[src/common/wdtr_pkg.sv]
// Register map, field positions, reset values and timing constants of the watchdog.
package wdtr_pkg;
    localparam logic [11:0] RELOAD_OFS = 12'h000;
    localparam logic [11:0] COUNT_OFS = 12'h004;
    localparam logic [11:0] CTRL_OFS = 12'h008;
    localparam logic [11:0] CLEAR_OFS = 12'h00c;
    localparam logic [11:0] RAW_OFS = 12'h010;
    localparam logic [11:0] MASKED_OFS = 12'h014;
    localparam logic [11:0] EVT_STATUS_OFS = 12'h018;
    localparam logic [11:0] EVT_MASK_OFS = 12'h01c;
    localparam logic [11:0] LOCK_OFS = 12'hc00;

    localparam logic [31:0] RELOAD_RESET = 32'h0fffffff;
    localparam logic [31:0] COUNT_RESET = 32'h0fffffff;
    localparam logic [31:0] UNLOCK_KEY = 32'h1acce551;
    localparam logic [31:0] ZERO_WORD = 32'h00000000;

    localparam int IRQ_ENABLE_BIT = 0;
    localparam int RESET_ENABLE_BIT = 1;
    localparam int RAW_IRQ_BIT = 0;
    localparam int MASKED_IRQ_BIT = 0;
    localparam int EVT_TIMEOUT_BIT = 0;
    localparam int EVT_RESET_BIT = 1;
    localparam int EVT_WIDTH = 2;

    localparam logic [EVT_WIDTH-1:0] EVT_RESET_VAL = 2'h0;
    localparam logic [EVT_WIDTH-1:0] EVT_MASK_RESET = 2'h0;

    localparam int PCLK_HZ = 50_000_000;
    localparam int COUNT_CLK_HZ = 32_768;
    localparam int TICK_DIV = (PCLK_HZ + COUNT_CLK_HZ / 2) / COUNT_CLK_HZ;
    localparam int DIV_WIDTH = 11;
    localparam logic [DIV_WIDTH-1:0] DIV_LAST = DIV_WIDTH'(TICK_DIV - 1);
    localparam logic [DIV_WIDTH-1:0] DIV_RESET = 11'h000;
endpackage : wdtr_pkg

[src/wdtr_watchdog.sv]
// Watchdog timer with APB register interface, write lock and event interrupt.
//
// How it works
// - Reload register write restarts count from it.
// - Reload and count reset to 0x0FFFFFFF.
// - Count register reads live counter, ignores writes.
// - Control bit 0 enables timeout interrupt.
// - Control bit 1 gates system reset output.
// - Any clear write clears interrupt, reloads counter.
// - Clear register always reads zero.
// - Raw status bit shows unmasked interrupt.
// - Masked status bit shows interrupt after masking.
// - Lock register reads one while writes blocked.
// - Only the key unblocks register writes.
// - Any other lock value blocks register writes.
// - Zero count raises interrupt and reloads counter.
// - Second uncleared timeout asserts reset if enabled.
// - Disabled counter stands; enabling reloads it.
// - Counter decrements once per count clock tick.
//
// Decided for this implementation: the APB register port.
module wdtr_watchdog (
    input wire logic pclk,
    input wire logic presetn,
    input wire logic psel,
    input wire logic penable,
    input wire logic pwrite,
    input wire logic [11:0] paddr,
    input wire logic [31:0] pwdata,
    output logic [31:0] prdata,
    output logic pready,
    output logic pslverr,
    output logic irq,
    output logic wdt_reset
);
    localparam int EVT_WIDTH_L = wdtr_pkg::EVT_WIDTH;

    logic [31:0] reload_q;
    logic [31:0] count_q;
    logic irq_enable_q;
    logic reset_enable_q;
    logic raw_irq_q;
    logic lock_q;
    logic wdt_reset_q;
    logic [EVT_WIDTH_L-1:0] evt_q;
    logic [EVT_WIDTH_L-1:0] evt_mask_q;
    logic [31:0] prdata_q;
    logic [wdtr_pkg::DIV_WIDTH-1:0] div_q;
    logic tick_q;

    logic sel_reload;
    logic sel_count;
    logic sel_ctrl;
    logic sel_clear;
    logic sel_raw;
    logic sel_masked;
    logic sel_evt;
    logic sel_mask;
    logic sel_lock;
    logic addr_hit;
    logic acc_wr;
    logic wr_open;
    logic wr_reload;
    logic wr_ctrl;
    logic wr_clear;
    logic wr_evt;
    logic wr_mask;
    logic wr_lock;
    logic rd_setup;
    logic restart;
    logic timeout;
    logic reset_fire;
    logic masked_irq;
    logic [EVT_WIDTH_L-1:0] evt_set;
    logic [EVT_WIDTH_L-1:0] evt_clr;
    logic [31:0] rd_mux;

    assign sel_reload = paddr == wdtr_pkg::RELOAD_OFS;
    assign sel_count = paddr == wdtr_pkg::COUNT_OFS;
    assign sel_ctrl = paddr == wdtr_pkg::CTRL_OFS;
    assign sel_clear = paddr == wdtr_pkg::CLEAR_OFS;
    assign sel_raw = paddr == wdtr_pkg::RAW_OFS;
    assign sel_masked = paddr == wdtr_pkg::MASKED_OFS;
    assign sel_evt = paddr == wdtr_pkg::EVT_STATUS_OFS;
    assign sel_mask = paddr == wdtr_pkg::EVT_MASK_OFS;
    assign sel_lock = paddr == wdtr_pkg::LOCK_OFS;
    assign addr_hit = sel_reload | sel_count | sel_ctrl | sel_clear | sel_raw
        | sel_masked | sel_evt | sel_mask | sel_lock;

    // Writes take effect at the edge that closes the access phase.
    assign acc_wr = psel & penable & pwrite;
    assign wr_open = acc_wr & ~lock_q;
    assign wr_reload = wr_open & sel_reload;
    assign wr_ctrl = wr_open & sel_ctrl;
    assign wr_clear = wr_open & sel_clear;
    assign wr_evt = wr_open & sel_evt;
    assign wr_mask = wr_open & sel_mask;
    assign wr_lock = acc_wr & sel_lock;
    assign rd_setup = psel & ~penable & ~pwrite;

    assign restart = wr_ctrl & pwdata[wdtr_pkg::IRQ_ENABLE_BIT] & ~irq_enable_q;
    assign timeout = tick_q & irq_enable_q & (count_q == wdtr_pkg::ZERO_WORD);
    assign reset_fire = timeout & raw_irq_q & reset_enable_q;
    assign masked_irq = raw_irq_q & irq_enable_q;

    // Count clock as a one-cycle enable from a divider of pclk.
    always_ff @(posedge pclk or negedge presetn)
    begin
        if (!presetn)
        begin
            div_q <= wdtr_pkg::DIV_RESET;
            tick_q <= 1'b0;
        end
        else if (div_q == wdtr_pkg::DIV_LAST)
        begin
            div_q <= wdtr_pkg::DIV_RESET;
            tick_q <= 1'b1;
        end
        else
        begin
            div_q <= div_q + 11'h001;
            tick_q <= 1'b0;
        end
    end

    always_ff @(posedge pclk or negedge presetn)
    begin
        if (!presetn)
        begin
            reload_q <= wdtr_pkg::RELOAD_RESET;
        end
        else if (wr_reload)
        begin
            reload_q <= pwdata;
        end
    end

    // Counter: a reload write wins, then clear or enable, then timeout.
    always_ff @(posedge pclk or negedge presetn)
    begin
        if (!presetn)
        begin
            count_q <= wdtr_pkg::COUNT_RESET;
        end
        else if (wr_reload)
        begin
            count_q <= pwdata;
        end
        else if (wr_clear || restart)
        begin
            count_q <= reload_q;
        end
        else if (timeout)
        begin
            count_q <= reload_q;
        end
        else if (tick_q && irq_enable_q)
        begin
            count_q <= count_q - 32'h00000001;
        end
    end

    always_ff @(posedge pclk or negedge presetn)
    begin
        if (!presetn)
        begin
            irq_enable_q <= 1'b0;
            reset_enable_q <= 1'b0;
        end
        else if (wr_ctrl)
        begin
            irq_enable_q <= pwdata[wdtr_pkg::IRQ_ENABLE_BIT];
            reset_enable_q <= pwdata[wdtr_pkg::RESET_ENABLE_BIT];
        end
    end

    // A timeout in the same cycle as a clear keeps the interrupt set.
    always_ff @(posedge pclk or negedge presetn)
    begin
        if (!presetn)
        begin
            raw_irq_q <= 1'b0;
        end
        else if (timeout)
        begin
            raw_irq_q <= 1'b1;
        end
        else if (wr_clear)
        begin
            raw_irq_q <= 1'b0;
        end
    end

    // The reset output holds until the system reset returns.
    always_ff @(posedge pclk or negedge presetn)
    begin
        if (!presetn)
        begin
            wdt_reset_q <= 1'b0;
        end
        else if (reset_fire)
        begin
            wdt_reset_q <= 1'b1;
        end
    end

    always_ff @(posedge pclk or negedge presetn)
    begin
        if (!presetn)
        begin
            lock_q <= 1'b0;
        end
        else if (wr_lock)
        begin
            lock_q <= pwdata != wdtr_pkg::UNLOCK_KEY;
        end
    end

    assign evt_set = {reset_fire, timeout};
    assign evt_clr = wr_evt ? pwdata[EVT_WIDTH_L-1:0] : wdtr_pkg::EVT_RESET_VAL;

    // Sticky events: a new event wins over a write-one clear.
    always_ff @(posedge pclk or negedge presetn)
    begin
        if (!presetn)
        begin
            evt_q <= wdtr_pkg::EVT_RESET_VAL;
        end
        else
        begin
            evt_q <= (evt_q & ~evt_clr) | evt_set;
        end
    end

    always_ff @(posedge pclk or negedge presetn)
    begin
        if (!presetn)
        begin
            evt_mask_q <= wdtr_pkg::EVT_MASK_RESET;
        end
        else if (wr_mask)
        begin
            evt_mask_q <= pwdata[EVT_WIDTH_L-1:0];
        end
    end

    always_comb
    begin
        rd_mux = wdtr_pkg::ZERO_WORD;
        case (paddr)
            wdtr_pkg::RELOAD_OFS: rd_mux = reload_q;
            wdtr_pkg::COUNT_OFS: rd_mux = count_q;
            wdtr_pkg::CTRL_OFS:
            begin
                rd_mux[wdtr_pkg::IRQ_ENABLE_BIT] = irq_enable_q;
                rd_mux[wdtr_pkg::RESET_ENABLE_BIT] = reset_enable_q;
            end
            wdtr_pkg::CLEAR_OFS: rd_mux = wdtr_pkg::ZERO_WORD;
            wdtr_pkg::RAW_OFS: rd_mux[wdtr_pkg::RAW_IRQ_BIT] = raw_irq_q;
            wdtr_pkg::MASKED_OFS: rd_mux[wdtr_pkg::MASKED_IRQ_BIT] = masked_irq;
            wdtr_pkg::EVT_STATUS_OFS: rd_mux[EVT_WIDTH_L-1:0] = evt_q;
            wdtr_pkg::EVT_MASK_OFS: rd_mux[EVT_WIDTH_L-1:0] = evt_mask_q;
            wdtr_pkg::LOCK_OFS: rd_mux[0] = lock_q;
            default: rd_mux = wdtr_pkg::ZERO_WORD;
        endcase
    end

    // Read data is captured in the setup cycle and shown in the access phase.
    always_ff @(posedge pclk or negedge presetn)
    begin
        if (!presetn)
        begin
            prdata_q <= wdtr_pkg::ZERO_WORD;
        end
        else if (rd_setup)
        begin
            prdata_q <= rd_mux;
        end
    end

    assign prdata = prdata_q;
    assign pready = 1'b1;
    assign pslverr = psel & penable & ~addr_hit;
    assign irq = |(evt_q & evt_mask_q);
    assign wdt_reset = wdt_reset_q;
endmodule : wdtr_watchdog

[config.mk]
export PLATFORM = sky130hd
export DESIGN_NAME = wdtr_watchdog
export DESIGN_NICKNAME = d
export VERILOG_FILES = /design/src/common/wdtr_pkg.sv /design/src/wdtr_watchdog.sv
export SDC_FILE = /design/constraint.sdc
export NUM_CORES = 1
export LEC_CHECK = 0
export BUFFER_PORTS_ARGS = -buffer_cell sky130_fd_sc_hd__buf_2
export CAP_MARGIN = 20
export CORE_MARGIN = 2
export CORE_UTILIZATION = 50
export DETAILED_ROUTE_END_ITERATION = 16
export GPL_TIMING_DRIVEN = 1
export HOLD_SLACK_MARGIN = 0.06
export PLACE_DENSITY = 0.77
export SKIP_LAST_GASP = 1
export SYNTH_ARGS = -nofsm -noshare
export SYNTH_HDL_FRONTEND = slang
export SYNTH_SLANG_ARGS = --single-unit
export TNS_END_PERCENT = 30
[constraint.sdc]
create_clock -name pclk -period 2.7 [get_ports pclk]
set_clock_uncertainty 0.2 [all_clocks]
set_input_delay 0.81 -clock pclk [delete_from_list [all_inputs] [get_ports pclk]]
set_output_delay 0.81 -clock pclk [all_outputs]
set_load 0.02 [all_outputs]
==> run metrics <==
status complete, but fails checks; failing checks setup timing; Distinct cells, synth 63; IR drop worst, VDD roughly 0.38 mV; fmax ~0.36 GHz; Synth Area in Adders 0.5987%; min cycle time layout around 2.8 ns; Leakage ~3.7 nW; Clk pwr share 49.0%; Max Root-Sink Buffers 2; final hold violations 0; Area growth syn-to-layout 34.72%; Crit path buffers/inverters 2; register bit total from synthesis approximately 120; total chip power 0.004498 W; Seq/Total Area, Yosys 47.81%; Placement Setup Slack -0.3769 ns; hold_buf cts 0; Syn Std Cell Area 6270 um2; crit path max fanout 2; initial drt markers 760; CP Cell Sequence buf_2, or4_4, nand2_2, a31oi_1, buf_4; Starting Density around half; CP arrival 1.79 ns; Core ar. 12110 um2; CP delay by family, top simple AND/OR/NAND/NOR gates; final worst setup slack -0.09956 ns; # clock sinks around 120; top_reg_cell synth dfrtp_1; vias in the first global route between 6000 and 7000; initial antenna violation count 0; Fin Setup TNS -0.2191 ns; Synth area leaders dfrtp_1, dfstp_2, nand2_1, a21oi_1, nor2_1; Worst Tran Pin Value 0.6569 ns; Synth Area per Inst 8.793 um2; Die X ~120 um; Synth area leader dfrtp_1; Flop pwr share a little over two fifths; worst skew pair latency 0.42 ns; Simple-Gate Fraction of Synth Area approximately a quarter; Finish-stage setup viols 5; mux cell area share after synthesis a little over 1%; layout cells sized above 1 35.68%; gpl congestion 0.9466; antenna cells 0; Remaining Overflow, GRT 0; Slew Limit Headroom 56.21%; Final Cell Area between 8000 and 9000 um2; RSZ-0062 raised after global routing yes; DRC viols 0; num ports 85; Total GRT Usage 30.52%; Port Buf Inserts 83; number of synthesized flops with an enable pin 0; Synth Instances about 710; reg2reg end count_q[1]$_DFFE_PN1P_; total number of vias 6340; internal reg-to-reg setup slack -0.03 ns; area post-placement 7640 um2; Yosys warnings 0; Gate power share 9.4%; Routed wire per std cell 18.63 um; Total Wirelength slightly below 20000 um; # rows 40; Tcrit/Tclk final 103.7%; max-cap viol count 0; CTS tree done; Clock Tree Root clkbuf_16; Hold Crit Class input port to asynchronous set/reset pin; Via density 5.970; worst path required time 1.69 ns; reg2reg start count_q[24]$_DFFE_PN1P_; largest net degree at the start of global routing 118; CTS clock-pin slew for the worst setup and hold paths around 0.05 ns; Synth async-reset ratio 100.0%; Power Dens Cells 532.5 nW/um2; Critical Path Max Stage Delay roughly 0.53 ns; Final ANT Viol Nets 0; Worst path depth 5; CP Class input port to primary output; Critical Path End Type primary output; post-DP HPWL 13350 um; FILL cells between 900 and 1000; R2R cell count 7; end-of-flow core utilization approximately 70%; CP max stage cell or4_4; Post-Synth XOR/XNOR Area 2.794%; post-synthesis compound-gate area fraction 19.48%; drt pass-1 iters 6; Die ar. 13450 um2; Nets 933; global-route wire length before repair 31620 um; Final Max Tran Viols 0; Yosys top cell area share 24.35%; most frequent cell after synthesis nand2_1; commonest cells in the netlist nand2_1, nor2_1, a21oi_1; critical path launch point type input port; Sw Ratio 25.63%; Post-Synthesis Net Count 765; H-tree Lvls 4; CTS Buf Count 17; Pint 0.003345 W; Psw 0.001153 W; largest family of logic cells by synthesized area simple AND/OR/NAND/NOR gates; Die Y around 120 um
-- metal layers --
layer	track usage [%]	part of all wire (%)	vias up	wire [um]
li1	-	-	2942	-
met1	39.95	42	3080	8316
met2	50.41	49	272	9656
met3	5.596	6.3	46	1253
met4	12.14	2.8	0	563
met5	0	0	-	0
-- layout by cell type (no fill, tap or decap), drive strengths merged, types with 5 or more instances in the layout --
| master | n |
|---|---|
| dfstp | 56 |
| and3 | 6 |
| nor4 | 11 |
| or3 | 9 |
| o21ai | 25 |
| o31ai | 9 |
| a21oi | 63 |
| a31oi | 11 |
| xnor2 | 8 |
| buf | 192 |
| clkbuf | 18 |
| nand4 | 13 |
| a22oi | 38 |
| or4 | 8 |
| xor2 | 12 |
| nor3 | 25 |
| nand3 | 22 |
| a211oi | 5 |
| and2 | 6 |
| inv | 12 |
| nor2 | 78 |
| dfrtp | 61 |
| nand2 | 127 |
| clkinvlp | 5 |
-- metrics by stage --
step           hold WS, ns  std cells
3_3_place_gp        0.2514       1016
6_report            0.2386       1062
5_1_grt             0.2829       1062
3_5_place_dp        0.2555       1016
4_1_cts             0.2639       1053
2_1_floorplan       0.2404        713
-- worst max-delay path by stage --
stage	from	endpoint	slack, ns
after floorplan	paddr[4]	count_q[18]$_DFFE_PN1P_	-0.15
after global placement	paddr[11]	count_q[11]$_DFFE_PN1P_	-0.33
after detailed placement	paddr[11]	count_q[3]$_DFFE_PN1P_	-0.38
after CTS	paddr[8]	pslverr	-0.05
after global routing	paddr[10]	pslverr	-0.12
final	paddr[10]	pslverr	-0.1
-- power groups by stage --
| stage | Combinational (W) | Sequential, W | Clock, W |
|---|---|---|---|
| global placement | 0.000410 | 0.00190 | 0 |
| detailed placement | 0.000418 | 0.00190 | 0 |
| CTS | 0.000421 | 0.00187 | 0.00223 |
| floorplan | 0.000110 | 0.00199 | 0 |
| global route | 0.000463 | 0.00188 | 0.00232 |
| finish | 0.000421 | 0.00187 | 0.00220 |
-- state kept, by name, summed over array words and instances, names as in the netlist --
name	flops
wdt_reset	1
evt_q	2
div_q	11
count_q	32
tick_q	1
reset_enable_q	1
reload_q	32
irq_enable_q	1
evt_mask_q	2
prdata	32
lock_q	1
raw_irq_q	1
-- area by class of cell --
class	instances	area, um2	area share [%]
multi-input combinational	544	3228	38.22
tap	168	210.2	2.489
clock buffer	18	429.2	5.081
clock inverter	14	151.4	1.792
inverter	9	33.78	0.3999
sequential	117	2998	35.49
timing repair buffer	192	1396	16.53
-- cell families after synthesis --
family / after synthesis
AO/OA/AOI/OAI: 186
XOR/XNOR: 20
adder cells (fa/ha/maj): 3
buffers and inverters: 53
flip-flops: 117
multiplexers: 6
other: 1
AND/OR/NAND/NOR: 327
-- timing repair --
action | in CTS | in global routing
pin swaps | 6 | 17
gates cloned | 0 | 1
buffers inserted | 5 | 10
endpoints found under the hold margin | 0 | 0
gates resized for setup | 8 | 21
endpoints found under the setup margin | 33 | 44
No activity file was read; power rests on OpenSTA's default activity.
